[src/verilog/letc_pkg.sv]
// constants and types for the line exposure trigger control
// assumes a 20 MHz pclk and a 32-bit apb register bus
`default_nettype none
package letc_pkg;
  // ---------------------------------------------
  // register map
  // ---------------------------------------------
  localparam logic [7:0]  ADDR_CTRL     = 8'h00;
  localparam logic [7:0]  ADDR_EXPTIME  = 8'h04;
  localparam logic [7:0]  ADDR_LINEPER  = 8'h08;
  localparam logic [7:0]  ADDR_STATUS   = 8'h0c;

  // ---------------------------------------------
  // control fields
  // ---------------------------------------------
  localparam int          CTRL_EN_BIT   = 0;
  localparam int          CTRL_TGT_BIT  = 1;
  localparam int          CTRL_LEN_BIT  = 2;
  localparam int          CTRL_ACT_LSB  = 4;
  localparam int          CTRL_ORG_LSB  = 8;
  localparam logic [31:0] CTRL_RESET    = 32'h0000_0000;

  // ---------------------------------------------
  // exposure time, held in tenths of a microsecond
  // ---------------------------------------------
  localparam logic [15:0] EXP_MIN       = 16'h0014;  // 2.0
  localparam logic [15:0] EXP_MAX       = 16'h821e;  // 3331.0
  localparam logic [15:0] EXP_RESET     = 16'h0064;
  localparam int          EXP_UNIT_NS   = 100;
  localparam int          CLK_PERIOD_NS = 50;
  localparam int          CYC_PER_UNIT  = (EXP_UNIT_NS + CLK_PERIOD_NS - 1) / CLK_PERIOD_NS;
  localparam logic [15:0] LINEPER_RESET = 16'h1000;
  localparam logic [15:0] LINEPER_MIN   = 16'h0002;

  typedef enum logic [2:0] {
    ORG_NONE  = 3'h0,
    ORG_ENC_A = 3'h1,
    ORG_EXT_A = 3'h2,
    ORG_EXT_B = 3'h3,
    ORG_EXT_C = 3'h4
  } letc_origin_t;

  typedef enum logic [2:0] {
    ACT_RISE = 3'h0,
    ACT_FALL = 3'h1,
    ACT_ANY  = 3'h2,
    ACT_HIGH = 3'h3,
    ACT_LOW  = 3'h4
  } letc_act_t;

  typedef enum logic [1:0] {
    ST_IDLE  = 2'h0,
    ST_TIMED = 2'h1,
    ST_WIDTH = 2'h2
  } letc_state_t;
endpackage : letc_pkg
`default_nettype wire

[src/verilog/letc_trig_if.sv]
// link between the register block and the trigger qualifier
// assumes both ends share pclk
`default_nettype none
interface letc_trig_if;
  letc_pkg::letc_origin_t origin;
  letc_pkg::letc_act_t    act;
  logic                   evt;
  logic                   lvl;
  modport ctl (output origin, output act, input evt, input lvl);
  modport qual (input origin, input act, output evt, output lvl);
endinterface : letc_trig_if
`default_nettype wire

[src/verilog/letc_top.sv]
// apb registers and line exposure sequencer for a line-scan sensor
// assumes pins are asynchronous; pclk at 20 MHz
//
// Design decisions made here: register access over APB and the register addresses.
`default_nettype none
module letc_top (
  input  wire logic        pclk,
  input  wire logic        presetn,
  input  wire logic        psel,
  input  wire logic        penable,
  input  wire logic        pwrite,
  input  wire logic [7:0]  paddr,
  input  wire logic [31:0] pwdata,
  output logic      [31:0] prdata,
  output logic             pready,
  output logic             pslverr,
  input  wire logic        encoder_input_a,
  input  wire logic        external_input_a,
  input  wire logic        external_input_b,
  input  wire logic        external_input_c,
  output logic             line_exposure_begin,
  output logic             exposure_active
);
  letc_trig_if tif ();

  logic [31:0] ctrl_r, ctrl_nxt, prdata_r, prdata_nxt;
  logic [15:0] exp_r, exp_nxt, lper_r, lper_nxt;
  logic        setup, wr, mapped;

  // ---------------------------------------------
  // apb slave, zero wait states
  // ---------------------------------------------
  function automatic logic [15:0] clamp_exp(input logic [15:0] v);
    if (v < letc_pkg::EXP_MIN) return letc_pkg::EXP_MIN;
    else if (v > letc_pkg::EXP_MAX) return letc_pkg::EXP_MAX;
    else return v;
  endfunction : clamp_exp

  assign setup   = psel & ~penable;
  assign wr      = psel & penable & pwrite;
  assign mapped  = (paddr == letc_pkg::ADDR_CTRL) || (paddr == letc_pkg::ADDR_EXPTIME) ||
                   (paddr == letc_pkg::ADDR_LINEPER) || (paddr == letc_pkg::ADDR_STATUS);
  assign pready  = 1'b1;
  assign pslverr = psel & penable & ~mapped;
  assign prdata  = prdata_r;

  letc_pkg::letc_state_t st_r, st_nxt;
  logic [16:0] cnt_r, cnt_nxt;
  logic [15:0] tick_r, tick_nxt;
  logic        int_tick, start, ext_on, width_mode, begin_r, begin_nxt;

  always_comb begin
    ctrl_nxt   = ctrl_r;
    exp_nxt    = exp_r;
    lper_nxt   = lper_r;
    prdata_nxt = prdata_r;
    if (wr && paddr == letc_pkg::ADDR_CTRL) begin
      ctrl_nxt = pwdata & 32'h0000_0777;
    end
    if (wr && paddr == letc_pkg::ADDR_EXPTIME) begin
      exp_nxt = clamp_exp(pwdata[15:0]);
    end
    if (wr && paddr == letc_pkg::ADDR_LINEPER) begin
      lper_nxt = (pwdata[15:0] < letc_pkg::LINEPER_MIN) ? letc_pkg::LINEPER_MIN : pwdata[15:0];
    end
    if (setup && !pwrite) begin
      unique case (paddr)
        letc_pkg::ADDR_CTRL:    prdata_nxt = ctrl_r;
        letc_pkg::ADDR_EXPTIME: prdata_nxt = {16'h0000, exp_r};
        letc_pkg::ADDR_LINEPER: prdata_nxt = {16'h0000, lper_r};
        letc_pkg::ADDR_STATUS:  prdata_nxt = {28'h0000000, tif.lvl, 1'b0, st_r};
        default:                prdata_nxt = 32'h0000_0000;
      endcase
    end
  end

  always_ff @(posedge pclk or negedge presetn) begin
    if (!presetn) begin
      ctrl_r   <= letc_pkg::CTRL_RESET;
      exp_r    <= letc_pkg::EXP_RESET;
      lper_r   <= letc_pkg::LINEPER_RESET;
      prdata_r <= 32'h0000_0000;
    end else begin
      ctrl_r   <= ctrl_nxt;
      exp_r    <= exp_nxt;
      lper_r   <= lper_nxt;
      prdata_r <= prdata_nxt;
    end
  end

  // ---------------------------------------------
  // trigger qualification
  // ---------------------------------------------
  assign tif.origin = letc_pkg::letc_origin_t'(ctrl_r[letc_pkg::CTRL_ORG_LSB +: 3]);
  assign tif.act    = letc_pkg::letc_act_t'(ctrl_r[letc_pkg::CTRL_ACT_LSB +: 3]);

  letc_qual u_qual (
    .pclk    (pclk),
    .presetn (presetn),
    .pins    ({external_input_c, external_input_b, external_input_a, encoder_input_a}),
    .tif     (tif)
  );

  // ---------------------------------------------
  // exposure sequencer
  // ---------------------------------------------
  // only the line-start target is wired; the other target value leaves lines internal
  assign ext_on     = ctrl_r[letc_pkg::CTRL_EN_BIT] & ~ctrl_r[letc_pkg::CTRL_TGT_BIT];
  assign width_mode = ext_on & ctrl_r[letc_pkg::CTRL_LEN_BIT];
  assign int_tick   = (tick_r == 16'h0000);
  // events during an exposure are dropped rather than queued
  assign start      = (st_r == letc_pkg::ST_IDLE) && (ext_on ? tif.evt : int_tick);

  always_comb begin
    st_nxt    = st_r;
    cnt_nxt   = cnt_r;
    begin_nxt = start;
    tick_nxt  = (int_tick || ext_on) ? lper_r - 16'h0001 : tick_r - 16'h0001;
    unique case (st_r)
      letc_pkg::ST_IDLE: begin
        if (start && width_mode) begin
          st_nxt = letc_pkg::ST_WIDTH;
        end else if (start) begin
          st_nxt  = letc_pkg::ST_TIMED;
          cnt_nxt = 17'({1'b0, exp_r} * 17'(letc_pkg::CYC_PER_UNIT)) - 17'h00001;
        end
      end
      letc_pkg::ST_TIMED: begin
        if (cnt_r == 17'h00000) st_nxt = letc_pkg::ST_IDLE;
        else cnt_nxt = cnt_r - 17'h00001;
      end
      letc_pkg::ST_WIDTH: begin
        if (!tif.lvl) st_nxt = letc_pkg::ST_IDLE;
      end
      default: st_nxt = letc_pkg::ST_IDLE;
    endcase
  end

  always_ff @(posedge pclk or negedge presetn) begin
    if (!presetn) begin
      st_r    <= letc_pkg::ST_IDLE;
      cnt_r   <= 17'h00000;
      tick_r  <= 16'h0000;
      begin_r <= 1'b0;
    end else begin
      st_r    <= st_nxt;
      cnt_r   <= cnt_nxt;
      tick_r  <= tick_nxt;
      begin_r <= begin_nxt;
    end
  end

  assign line_exposure_begin = begin_r;
  assign exposure_active     = (st_r != letc_pkg::ST_IDLE);
endmodule : letc_top
`default_nettype wire

[src/verilog/letc_qual.sv]
// synchronises the trigger pins and qualifies the selected one
// assumes pins are asynchronous to pclk
`default_nettype none
module letc_qual (
  input  wire logic       pclk,
  input  wire logic       presetn,
  input  wire logic [3:0] pins,
  letc_trig_if.qual       tif
);
  logic [3:0] s1_r, s2_r, s3_r, lvl_r, lvl_nxt, prev_r;
  logic       sel, sel_prev;

  // ---------------------------------------------
  // three-stage sync, level taken once stages 2 and 3 agree
  // ---------------------------------------------
  always_comb begin
    for (int i = 0; i < 4; i++) begin
      lvl_nxt[i] = (s2_r[i] == s3_r[i]) ? s3_r[i] : lvl_r[i];
    end
  end

  always_ff @(posedge pclk or negedge presetn) begin
    if (!presetn) begin
      s1_r   <= 4'h0;
      s2_r   <= 4'h0;
      s3_r   <= 4'h0;
      lvl_r  <= 4'h0;
      prev_r <= 4'h0;
    end else begin
      s1_r   <= pins;
      s2_r   <= s1_r;
      s3_r   <= s2_r;
      lvl_r  <= lvl_nxt;
      prev_r <= lvl_r;
    end
  end

  // ---------------------------------------------
  // source select and activation
  // ---------------------------------------------
  always_comb begin
    unique case (tif.origin)
      letc_pkg::ORG_NONE:  begin sel = 1'b0;     sel_prev = 1'b0;      end
      letc_pkg::ORG_ENC_A: begin sel = lvl_r[0]; sel_prev = prev_r[0]; end
      letc_pkg::ORG_EXT_A: begin sel = lvl_r[1]; sel_prev = prev_r[1]; end
      letc_pkg::ORG_EXT_B: begin sel = lvl_r[2]; sel_prev = prev_r[2]; end
      letc_pkg::ORG_EXT_C: begin sel = lvl_r[3]; sel_prev = prev_r[3]; end
      default:             begin sel = 1'b0;     sel_prev = 1'b0;      end
    endcase
  end

  assign tif.lvl = sel;
  always_comb begin
    unique case (tif.act)
      letc_pkg::ACT_RISE: tif.evt = sel & ~sel_prev;
      letc_pkg::ACT_FALL: tif.evt = ~sel & sel_prev;
      letc_pkg::ACT_ANY:  tif.evt = sel ^ sel_prev;
      letc_pkg::ACT_HIGH: tif.evt = sel;
      letc_pkg::ACT_LOW:  tif.evt = ~sel & (tif.origin != letc_pkg::ORG_NONE);
      default:            tif.evt = 1'b0;
    endcase
  end
endmodule : letc_qual
`default_nettype wire

[config.mk]
export PLATFORM = sky130hd
export DESIGN_NAME = letc_top
export DESIGN_NICKNAME = d
export VERILOG_FILES = /design/src/verilog/letc_pkg.sv /design/src/verilog/letc_trig_if.sv /design/src/verilog/letc_top.sv /design/src/verilog/letc_qual.sv
export SDC_FILE = /design/constraint.sdc
export NUM_CORES = 1
export LEC_CHECK = 0
export BUFFER_PORTS_ARGS = -buffer_cell sky130_fd_sc_hd__buf_2
export CAP_MARGIN = 20
export CORE_MARGIN = 8
export CORE_UTILIZATION = 58
export DETAILED_ROUTE_END_ITERATION = 10
export PLACE_DENSITY_LB_ADDON = 0.1
export SYNTH_ARGS = -nofsm -noshare
export SYNTH_HDL_FRONTEND = slang
export SYNTH_HIERARCHICAL = 1
export SYNTH_SLANG_ARGS = --single-unit
[constraint.sdc]
create_clock -name pclk -period 3.7 [get_ports pclk]
set_input_delay 0.37 -clock pclk [delete_from_list [all_inputs] [get_ports pclk]]
set_output_delay 0.37 -clock pclk [all_outputs]
set_load 0.005 [all_outputs]
# [Yosys cells after proc, flatten, opt, wreduce, memory -nomap -nowiden]
# Cells that the tools add are included.
[word_totals] register_bits=129 inputBits=49 output_inout_bits=36
[classes] n_addsub=4 n_lt_le_gt_ge=3 n_eq_ne=23 n_mux=18 bitwise=15 n_reduce_logical=21
[op_table] op="$mux 16" count=4
[op_table] op="$pmux 16 s4" count=1
[op_table] op="$mux 17" count=3
[op_table] op="$pmux 17 s2" count=1
[op_table] op="$sub 17x1->17 const B" count=2
[op_table] op="$sub 16x1->16 const B" count=2
[op_table] op="$logic_not 17->1" count=1
[op_table] op="$eq 8x4->1 const B" count=2
[op_table] op="$gt 16x16->1 const B" count=1
[op_table] op="$logic_not 16->1" count=1
[op_table] op="$lt 16x2->1 const B" count=1
[op_table] op="$lt 16x5->1 const B" count=1
[op_table] op="$eq 3x2->1 const B" count=4
[op_table] op="$ne 2x2->1 const B" count=5
[op_table] op="$and 1x1->1" count=9
[op_table] op="$eq 8x3->1 const B" count=1
[op_table] op="$logic_not 8->1" count=1
[op_table] op="$mux 2" count=4
[op_table] op="$pmux 1 s4" count=2
[op_table] op="$eq 3x1->1 const B" count=2
[op_table] op="$eq 3x3->1 const B" count=2
[op_table] op="$logic_and 1x1->1" count=6
[op_table] op="$pmux 2 s3" count=1
[op_table] op="$not 1->1" count=5
[op_table] op="15 further kinds" count=22

# [Logic depth before layout (Yosys ltp)]
# Gate-level depths: netlist (run 1).
[logic_depth] depth_word=10 depth_mapped=13 depth_no_buf=12

# [Modules after synthesis]
# The synthesis (run 1) kept the hierarchy.
[by_module_without_submodules] mod="letc_top" n_inst=1 cells_each=584 area_per_inst_um2=5567.8
[by_module_without_submodules] mod="letc_qual" n_inst=1 cells_each=44 area_per_inst_um2=710.7

# [Worst setup path before layout (run 1)]
# Ideal clock, no wire load.
[synth_path] kind="register to register" from="register tick_r[3]" to="register tick_r[14]" setup_time_ns=0.130 arrival_time_ns=2.960 required_ns=3.570 slack_ns=0.610 path_stages_with_launch=13 path_buffers=2 cell_sequence="dfrtp_1 -> nor4_4 -> nand2_2 -> o21ai_2 -> buf_2 -> mux2i_1 -> ha_1 -> clkbuf_1 -> nand3_1 -> a211oi_2 -> nor3_2 -> a2111oi_4 -> xnor2_1"
[synth_via] elab_chain_len=3
[synth_rtl] item="start: declaration" line_no="letc_top.sv:49" text="logic [15:0] tick_r, tick_nxt;"
[synth_rtl] item="start signal: assignment" line_no="letc_top.sv:148" text="tick_r <= tick_nxt;"
[synth_rtl] item="parallel branches: the longest is 2 deep, another holds $sub 16x1->16"
[synth_rtl] item="$mux 16 (*)" line_no="letc_top.sv:118" text="tick_nxt = (int_tick || ext_on) ? lper_r - 16'h0001 : tick_r - 16'h0001;"
[synth_rtl] item="via tick_nxt[14]" line_no="letc_top.sv:49"
# Mark *: on every way through the listed nets, which the timed path passes.
# A chain may end at the register's enable or synchronous reset.

# [Worst setup path after layout (run 1)]
[layout_path] from="register ctrl_r[8]" to="register cnt_r[15]"
[layout_via] elab_chain_len=10
[layout_rtl] item="start: declaration" line_no="letc_top.sv:26" text="logic [31:0] ctrl_r, ctrl_nxt, prdata_r, prdata_nxt;"
[layout_rtl] item="start signal: assignment" line_no="letc_top.sv:79" text="ctrl_r <= letc_pkg::CTRL_RESET;"
[layout_rtl] item="start signal: assignment" line_no="letc_top.sv:84" text="ctrl_r <= ctrl_nxt;"
[layout_rtl] item="$eq 3x3->1 (tied with other cells)" line_no="letc_qual.sv:42" text="unique case (tif.origin)"
[layout_rtl] item="$pmux 1 s4 (*)" line_no="letc_qual.sv:42"
[layout_rtl] item="via tif.lvl" line_no="letc_trig_if.sv:8" text="logic lvl;"
[layout_rtl] item="$not 1->1" line_no="letc_qual.sv:56, letc_qual.sv:59"
[layout_rtl] item="$and 1x1->1, on equally long branches" line_no="letc_qual.sv:59, letc_qual.sv:56"
[layout_rtl] item="$pmux 1 s5 (*)" line_no="letc_qual.sv:54" text="unique case (tif.act)"
[layout_rtl] item="via tif.evt" line_no="letc_trig_if.sv:7" text="logic evt;"
[layout_rtl] item="$mux 1 (*)" line_no="letc_top.sv:112" text="assign start = (st_r == letc_pkg::ST_IDLE) && (ext_on ? tif.evt : int_tick);"
[layout_rtl] item="$logic_and 1x1->1 (*)" line_no="letc_top.sv:112"
[layout_rtl] item="$logic_and 1x1->1" line_no="letc_top.sv:121" text="if (start && width_mode) begin"
[layout_rtl] item="$ne 2x2->1 (no source line)"
[layout_rtl] item="$reduce_and 4->1 (no source line) (*)"
[layout_rtl] item="end signal: assignment" line_no="letc_top.sv:147" text="cnt_r <= cnt_nxt;"
[layout_rtl] item="end: declaration" line_no="letc_top.sv:48" text="logic [16:0] cnt_r, cnt_nxt;"
# The timed path passes the listed nets; every way through them passes the cells marked *.

==> metrics.yaml, run 1 <==
antenna_found_initial: 0
drc: 0
rr_endpoint: "cnt_r[15]"
critPathLaunchType: "register"
crit_chain: "or2_1, o221ai_2, ha_1, nand2b_1, a21oi_1, a31oi_1, o2bb2ai_1, nor3b_1, o31ai_2, inv_2, a21oi_1, a311oi_1"
hold_class: "primary input to register"
clk_path_buf_depth: 2
die_height_microns: 120
worstPathMaxFanout: 12
track_usage: 0.233
ir_worst_vdd_uv: 427
worstPathRequired_ns: 4.11
finalSetupTns_ns: 0
cts_resized: 0
start_util: 0.587
cts_tree: "built"
worst_skew_pair.late_latency_ns: 0.53
ys_seq_area_frac: 0.451
dominantRegCellSynth: "dfrtp_1"
post-route-period-util: 0.907
fin_crit_ns: 3.36
cp_common_cell: "a21oi_1"
cap_viol_max_count: 0
port_buffers: 51
postRouteAntennaNets: 0
postSynthAreaPerCell_sq_um: 10.0
r2r_start: "ctrl_r[8]"
hpwl_microns: 11900
power_mw: 3.50
relSlewSlack: 0.486
routed_wl_microns: 16200
nets: 734
num_antenna_cells: 0
wl_per_cell_microns: 19.5
yosysWarningCount: 6
path_class: "register to register"
max_freq_mhz: 298
cp-end-kind: "register"
grt_max_degree: 57
synth_area_leaders: "dfrtp_1, mux2_2, nand2_1, nor2_1, a21oi_1"
nFillCells: 859
yosysMostFrequentCell: "dfrtp_1"
first_pass_iters: 5
vias_per_cell: 6.14
cts_made_buffers: 17
yosys.area.top_type: "dfrtp_1"
netlist.area_leader.share: 0.434
gp_congestion: 0.895
grt_pass1_vias: 5101
cp_slowest_cell: "dfrtp_1"
grt_pass1_wl_microns: 26400
worst-r2r-cell-count: 12
finalClockSkew_ns: 0.00881
outcome: "complete, no violations"
drv_slew: 0
die_w_microns: 120
clkTransAtPathRegs_ns: 0.06
worst_pin_slew_ns: 0.768
crit_arrival_ns: 3.77
crit_end: "cnt_r[15]"
setup_viol_count_final: 0
p_per_area_nw_per_um2: 486
dr.first_iter.drc_count: 518
dieArea_sq_um: 14400
overflow: 0
synth-edff-count: 0
syn_area_sq_um: 6280
cts.sink_count: 113
fin_util: 0.674
synth_seq_cells: 113
r2r_setup_slack_ns: 0.34
p_leak_nw: 3.14
async_flop_share: 1.00
io_pins: 85
synthCells: 628
drive_gt1_frac: 0.229
post-cts-setup-buffers: 0
ys_top_cells_by_count: "dfrtp_1, nand2_1, nor2_1, a21oi_1, o21ai_0"
rsz0062_at_grt: "false"
hold_violations: 0
cpPeakStageDelay_ns: 0.49
crit_start: "ctrl_r[8]"
core_sq_um: 10700
cts_root_buf: "clkbuf_8"
rows: 38
areaGrowthSynthToFinish_pct: 14.8
ctsHtreeMaxLevel: 4
yosysUniqueCellTypes: 80
vias: 5120
==> cells in the final DEF (no fill, tap or decap), types with 5 or more instances in the layout <==
cell type and n:
a21oi_1 38, a22o_1 11, a22oi_1 7, a2bb2oi_1 5, buf_2 50, buf_4 13, clkbuf_16 16, clkinv_4 7
conb_1 17, dfrtp_1 109, dlygate4sd3_1 5, inv_1 13, mux2_2 22, mux2i_1 16, nand2_1 54, nand2b_1 8
nand3_1 17, nor2_1 53, nor2b_1 5, nor3_1 18, nor3b_1 6, nor4_1 9, nor4_4 5, o21ai_0 38
o22ai_1 6, o31ai_1 10, or3_1 8, or4_1 5, xnor2_1 16, xor2_1 10
==> cell type report <==
type | count | area (sq um) | area share
Clock inverter | 14 | 158 | 0.0219
Multi-Input combinational cell | 467 | 3170 | 0.440
Sequential cell | 113 | 2830 | 0.393
Timing Repair Buffer | 68 | 398 | 0.0552
Inverter | 14 | 52.6 | 0.00729
Clock buffer | 18 | 418 | 0.0580
Tap cell | 140 | 175 | 0.0243
==> per-stage QoR <==
stage          cell area (sq um)  cells  setup WS, ns  hold slack (ns)
2_1_floorplan               6330    643         0.610           0.0744
5_1_grt                     7210    834         0.191            0.103
6_report                    7210    834         0.343            0.124
3_5_place_dp                6580    797         0.526            0.343
3_3_place_gp                6580    797         0.593            0.332
4_1_cts                     7210    834         0.417           0.0997
==> where the power goes <==
group / switching (mW) / total [mW] / internal (mW)
clock: 0.607 / 1.57 / 0.967
sequential: 0.145 / 1.50 / 1.35
combinational: 0.244 / 0.426 / 0.183
total: 0.996 / 3.50 / 2.50
==> sequential cells by signal, summed over array words and instances (netlist names) <==
signal and count:
u_qual/prev_r 4, cnt_r 17, u_qual/s3_r 4, tick_r 16, st_r 2, u_qual/s2_r 4, u_qual/s1_r 4, exp_r 16
prdata 16, u_qual/lvl_r 4, lper_r 16, line_exposure_begin 1, ctrl_r 9
==> worst min path at each step <==
| stage | start | endpoint | slack (ns) | cells past startpoint |
|---|---|---|---|---|
| final | pwdata[7] | exp_r[7] | 0.12 | 2 |
| after global routing | pwdata[13] | exp_r[13] | 0.10 | 2 |
| after CTS | pwdata[13] | exp_r[13] | 0.1 | 2 |
| after detailed placement | u_qual/s1_r[1] | u_qual/s2_r[1] | 0.34 | 0 |
| after global placement | u_qual/s1_r[2] | u_qual/s2_r[2] | 0.33 | 0 |
| after floorplan | presetn | cnt_r[0] | 0.07 | 0 |
==> worst max-delay path: cells and delay by family (launching register included) <==
kind	cells	cell delay [ns]
fa+ha+maj	1	0.28
buf+inv	1	0.22
compound gates	7	1.34
flops	1	0.49
simple gates	3	0.92
==> routing by layer <==
| layer | vias up | track usage | wire length [microns] |
|---|---|---|---|
| met1 | 2491 | 0.326 | 7680 |
| met2 | 212 | 0.337 | 6970 |
| met5 | - | 0 | 0 |
| li1 | 2394 | - | - |
| met3 | 23 | 0.0686 | 1350 |
| met4 | 0 | 0.0827 | 244 |
==> timing repair <==
item / CTS / global route
hold buffers: 5 / 0
hold endpoints to repair: 58 / 0
setup endpoints to repair: 0 / 0
==> cell families (layout without fill, tap and decap cells) <==
kind of cell / count (synthesis) / in the layout / share of synthesized area
and+or+nand+nor: 221 / 221 / 0.199
DFF: 113 / 113 / 0.451
xor gates and xnor gates: 26 / 26 / 0.0363
AOI/OAI and AO/OA: 155 / 155 / 0.173
muxes: 40 / 40 / 0.0721
adders and majority gates: 8 / 8 / 0.0143
buffers and inverters: 63 / 114 / 0.0526
other: 2 / 17 / 0.00120
(Power assumes the default switching activity.)
==> inputs of run 2 (changes only) <==
Settings changed: BUFFER_PORTS_ARGS -buffer_cell sky130_fd_sc_hd__buf_2 to -buffer_cell sky130_fd_sc_hd__buf_4, CTS_BUF_LIST from default to sky130_fd_sc_hd__clkbuf_4 sky130_fd_sc_hd__clkbuf_8 sky130_fd_sc_hd__clkbuf_16.
==> run 2 against run 1 <==
Against the previous run:
- clock-buffer cell count down 1
- via count up 0.43%
- worst setup slack better by 0.071 ns
- sequential power about the same
- die area unchanged
- hold slack worse by 0.028 ns
- power up 0.87%
- utilization up 1.2 points
- non-clock buffer count up 1
- combinational power up 3%
- register-to-register slack better by 0.07 ns
- largest cell class unchanged
==> metrics.yaml, run 2 (same netlist as run 1, synthesis figures left out) <==
drv_slew: 0  # unchanged
p_leak_nw: 3.16  # was 3.14 nW
setup_viol_count_final: 0  # unchanged
grt_max_degree: 63  # was 57
final_cells: 835  # was 834
outcome: "complete, no violations"  # unchanged
first_pass_iters: 7  # was 5
post-route-period-util: 0.888  # was 0.907
vias_per_cell: 6.16  # was 6.14
final_common_cell: "dfrtp_1"  # unchanged
start_util: 0.587  # unchanged
drc: 0  # unchanged
pwr-share-seq: 0.426  # was 0.428
crit_start: "tick_r[14]"  # was ctrl_r[8]
dr.first_iter.drc_count: 596  # was 518
dp.cells: 798  # was 797
rows: 38  # unchanged
die_w_microns: 120  # unchanged
crit_arrival_ns: 3.68  # was 3.77 ns
cts_root_buf: "clkbuf_8"  # unchanged
port_buffers: 51  # unchanged
ctsHtreeMaxLevel: 4  # unchanged
r2r_setup_slack_ns: 0.41  # was 0.34 ns
wl_per_cell_microns: 19.8  # was 19.5 microns
hold_violations: 0  # unchanged
worstPathRequired_ns: 4.10  # was 4.11 ns
clkPwrFrac: 0.450  # about the same
antenna_found_initial: 0  # unchanged
largest_reg_flops: 17  # unchanged
cts_tree: "built"  # unchanged
final_cell_mix: "dfrtp_1, buf_4, nand2_1"  # was dfrtp_1, nand2_1, nor2_1
overflow: 0  # unchanged
holdPathStages: 2  # unchanged
routed_wl_microns: 16500  # was 16200 microns
clkTransAtPathRegs_ns: 0.06  # about the same
io_pins: 85  # unchanged
largest-register: "cnt_r"  # unchanged
cp-end-kind: "register"  # unchanged
critPathLaunchType: "register"  # unchanged
track_usage: 0.233  # about the same
whs_endpoint: "exp_r[0]"  # was exp_r[7]
worst_pin_slew_ns: 0.797  # was 0.768 ns
hpwl_microns: 12100  # was 11900 microns
finalSetupTns_ns: 0  # unchanged
cts_made_buffers: 17  # unchanged
switchingPower_mw: 1.06  # was 0.996 mW
fin_crit_ns: 3.29  # was 3.36 ns
layout_setup_ws_ns: 0.415  # was 0.343 ns
hp-start: "pwdata[0]"  # was pwdata[7]
swShare: 0.301  # was 0.285
grt_pass1_vias: 5055  # was 5101
drive_gt1_frac: 0.232  # was 0.229
worst_skew_pair.late_latency_ns: 0.53  # about the same
relSlewSlack: 0.468  # was 0.486
postRouteAntennaNets: 0  # unchanged
hold_buffers: 5  # unchanged
num_antenna_cells: 0  # unchanged
p_int_mw: 2.47  # was 2.50 mW
clk_path_buf_depth: 2  # unchanged
p_per_area_nw_per_um2: 481  # was 486 nW/um^2
worstPathMaxFanout: 9  # was 12
path_class: "register to register"  # unchanged
final_cell_area_sq_um: 7340  # was 7210 sq um
finalClockSkew_ns: 0.00759  # was 0.00881 ns
ir_worst_vdd_uv: 595  # was 427 uV
cts_resized: 0  # unchanged
areaGrowthSynthToFinish_pct: 16.9  # was 14.8%
die_height_microns: 120  # unchanged
power_mw: 3.53  # was 3.50 mW
dieArea_sq_um: 14400  # unchanged
p_comb_frac: 0.124  # was 0.122
rr_endpoint: "tick_r[14]"  # was cnt_r[15]
nets: 735  # was 734
cap_viol_max_count: 0  # unchanged
cts.sink_count: 113  # unchanged
worst-r2r-cell-count: 10  # was 12
max_freq_mhz: 304  # was 298 MHz
grt_pass1_wl_microns: 26500  # was 26400 microns
post_dp_cell_area_sq_um: 6710  # was 6580 sq um
rsz0062_at_grt: "false"  # unchanged
dp_slack_ns: 0.534  # was 0.526 ns
vias: 5142  # was 5120
r2r_start: "tick_r[14]"  # was ctrl_r[8]
hold_class: "primary input to register"  # unchanged
gp_congestion: 0.875  # was 0.895
post-cts-setup-buffers: 0  # unchanged
core_sq_um: 10700  # unchanged
## run 2: changes by cell type in the layout (fill, tap and decap cells not counted)
| cell | before | now |
|---|---|---|
| bufinv_16 | 2 | 1 |
| inv_8 | 0 | 4 |
| clkinv_2 | 2 | 0 |
| buf_4 | 13 | 64 |
| clkinvlp_4 | 0 | 2 |
| clkinv_4 | 7 | 0 |
| buf_2 | 50 | 0 |
| clkbuf_1 | 1 | 0 |
| inv_6 | 3 | 8 |
## run 2: worst max path at each step
stage | cells after the start | to | slack, ns
floorplan | 12 | tick_r[14] | 0.61
global placement | 10 | tick_r[14] | 0.61
detailed placement | 10 | tick_r[12] | 0.53
CTS | 10 | tick_r[12] | 0.51
global route | 10 | tick_r[12] | 0.26
finish | 10 | tick_r[14] | 0.41
## run 2: per-stage QoR
stage          hold slack, ns  utilization
2_1_floorplan          0.0744            -
3_3_place_gp            0.333        0.627
3_5_place_dp            0.335        0.627
4_1_cts                0.0775        0.686
5_1_grt                0.0877        0.686
6_report               0.0960        0.686
## run 2: routing by layer
metal | routed length, microns | track usage | vias to the layer above
li1 | - | - | 2377
met1 | 7570 | 0.313 | 2546
met2 | 7310 | 0.343 | 197
met3 | 1390 | 0.0817 | 22
met4 | 229 | 0.0812 | 0
met5 | 0 | 0 | -
## run 2: area by class of cell
type / instances / area, sq um
inverters: 14 / 52.6
multi-input cells: 467 / 3170
repair buffers: 69 / 531
flip-flops and latches: 113 / 2830
fillers: 840 / 3360
clock inverters: 15 / 160
well taps: 140 / 175
clock buffers: 17 / 414
## run 2: critical path: stages (launching register included)
cell and delay [ns]:
dfrtp_1 0.40, nor2_1 0.43, nand4_1 0.34, o21ai_2 0.24, mux2i_1 0.27, ha_1 0.41, nand3_1 0.25, a211oi_2 0.35
nor3_2 0.12, a2111oi_4 0.22, xnor2_1 0.12
## run 2: power groups by stage
stage,sequential (mW),clock (mW),combinational [mW]
floorplan,1.48,0,0.316
global placement,1.51,0,0.416
detailed placement,1.52,0,0.432
CTS,1.50,1.60,0.437
global route,1.52,1.66,0.488
finish,1.50,1.59,0.439
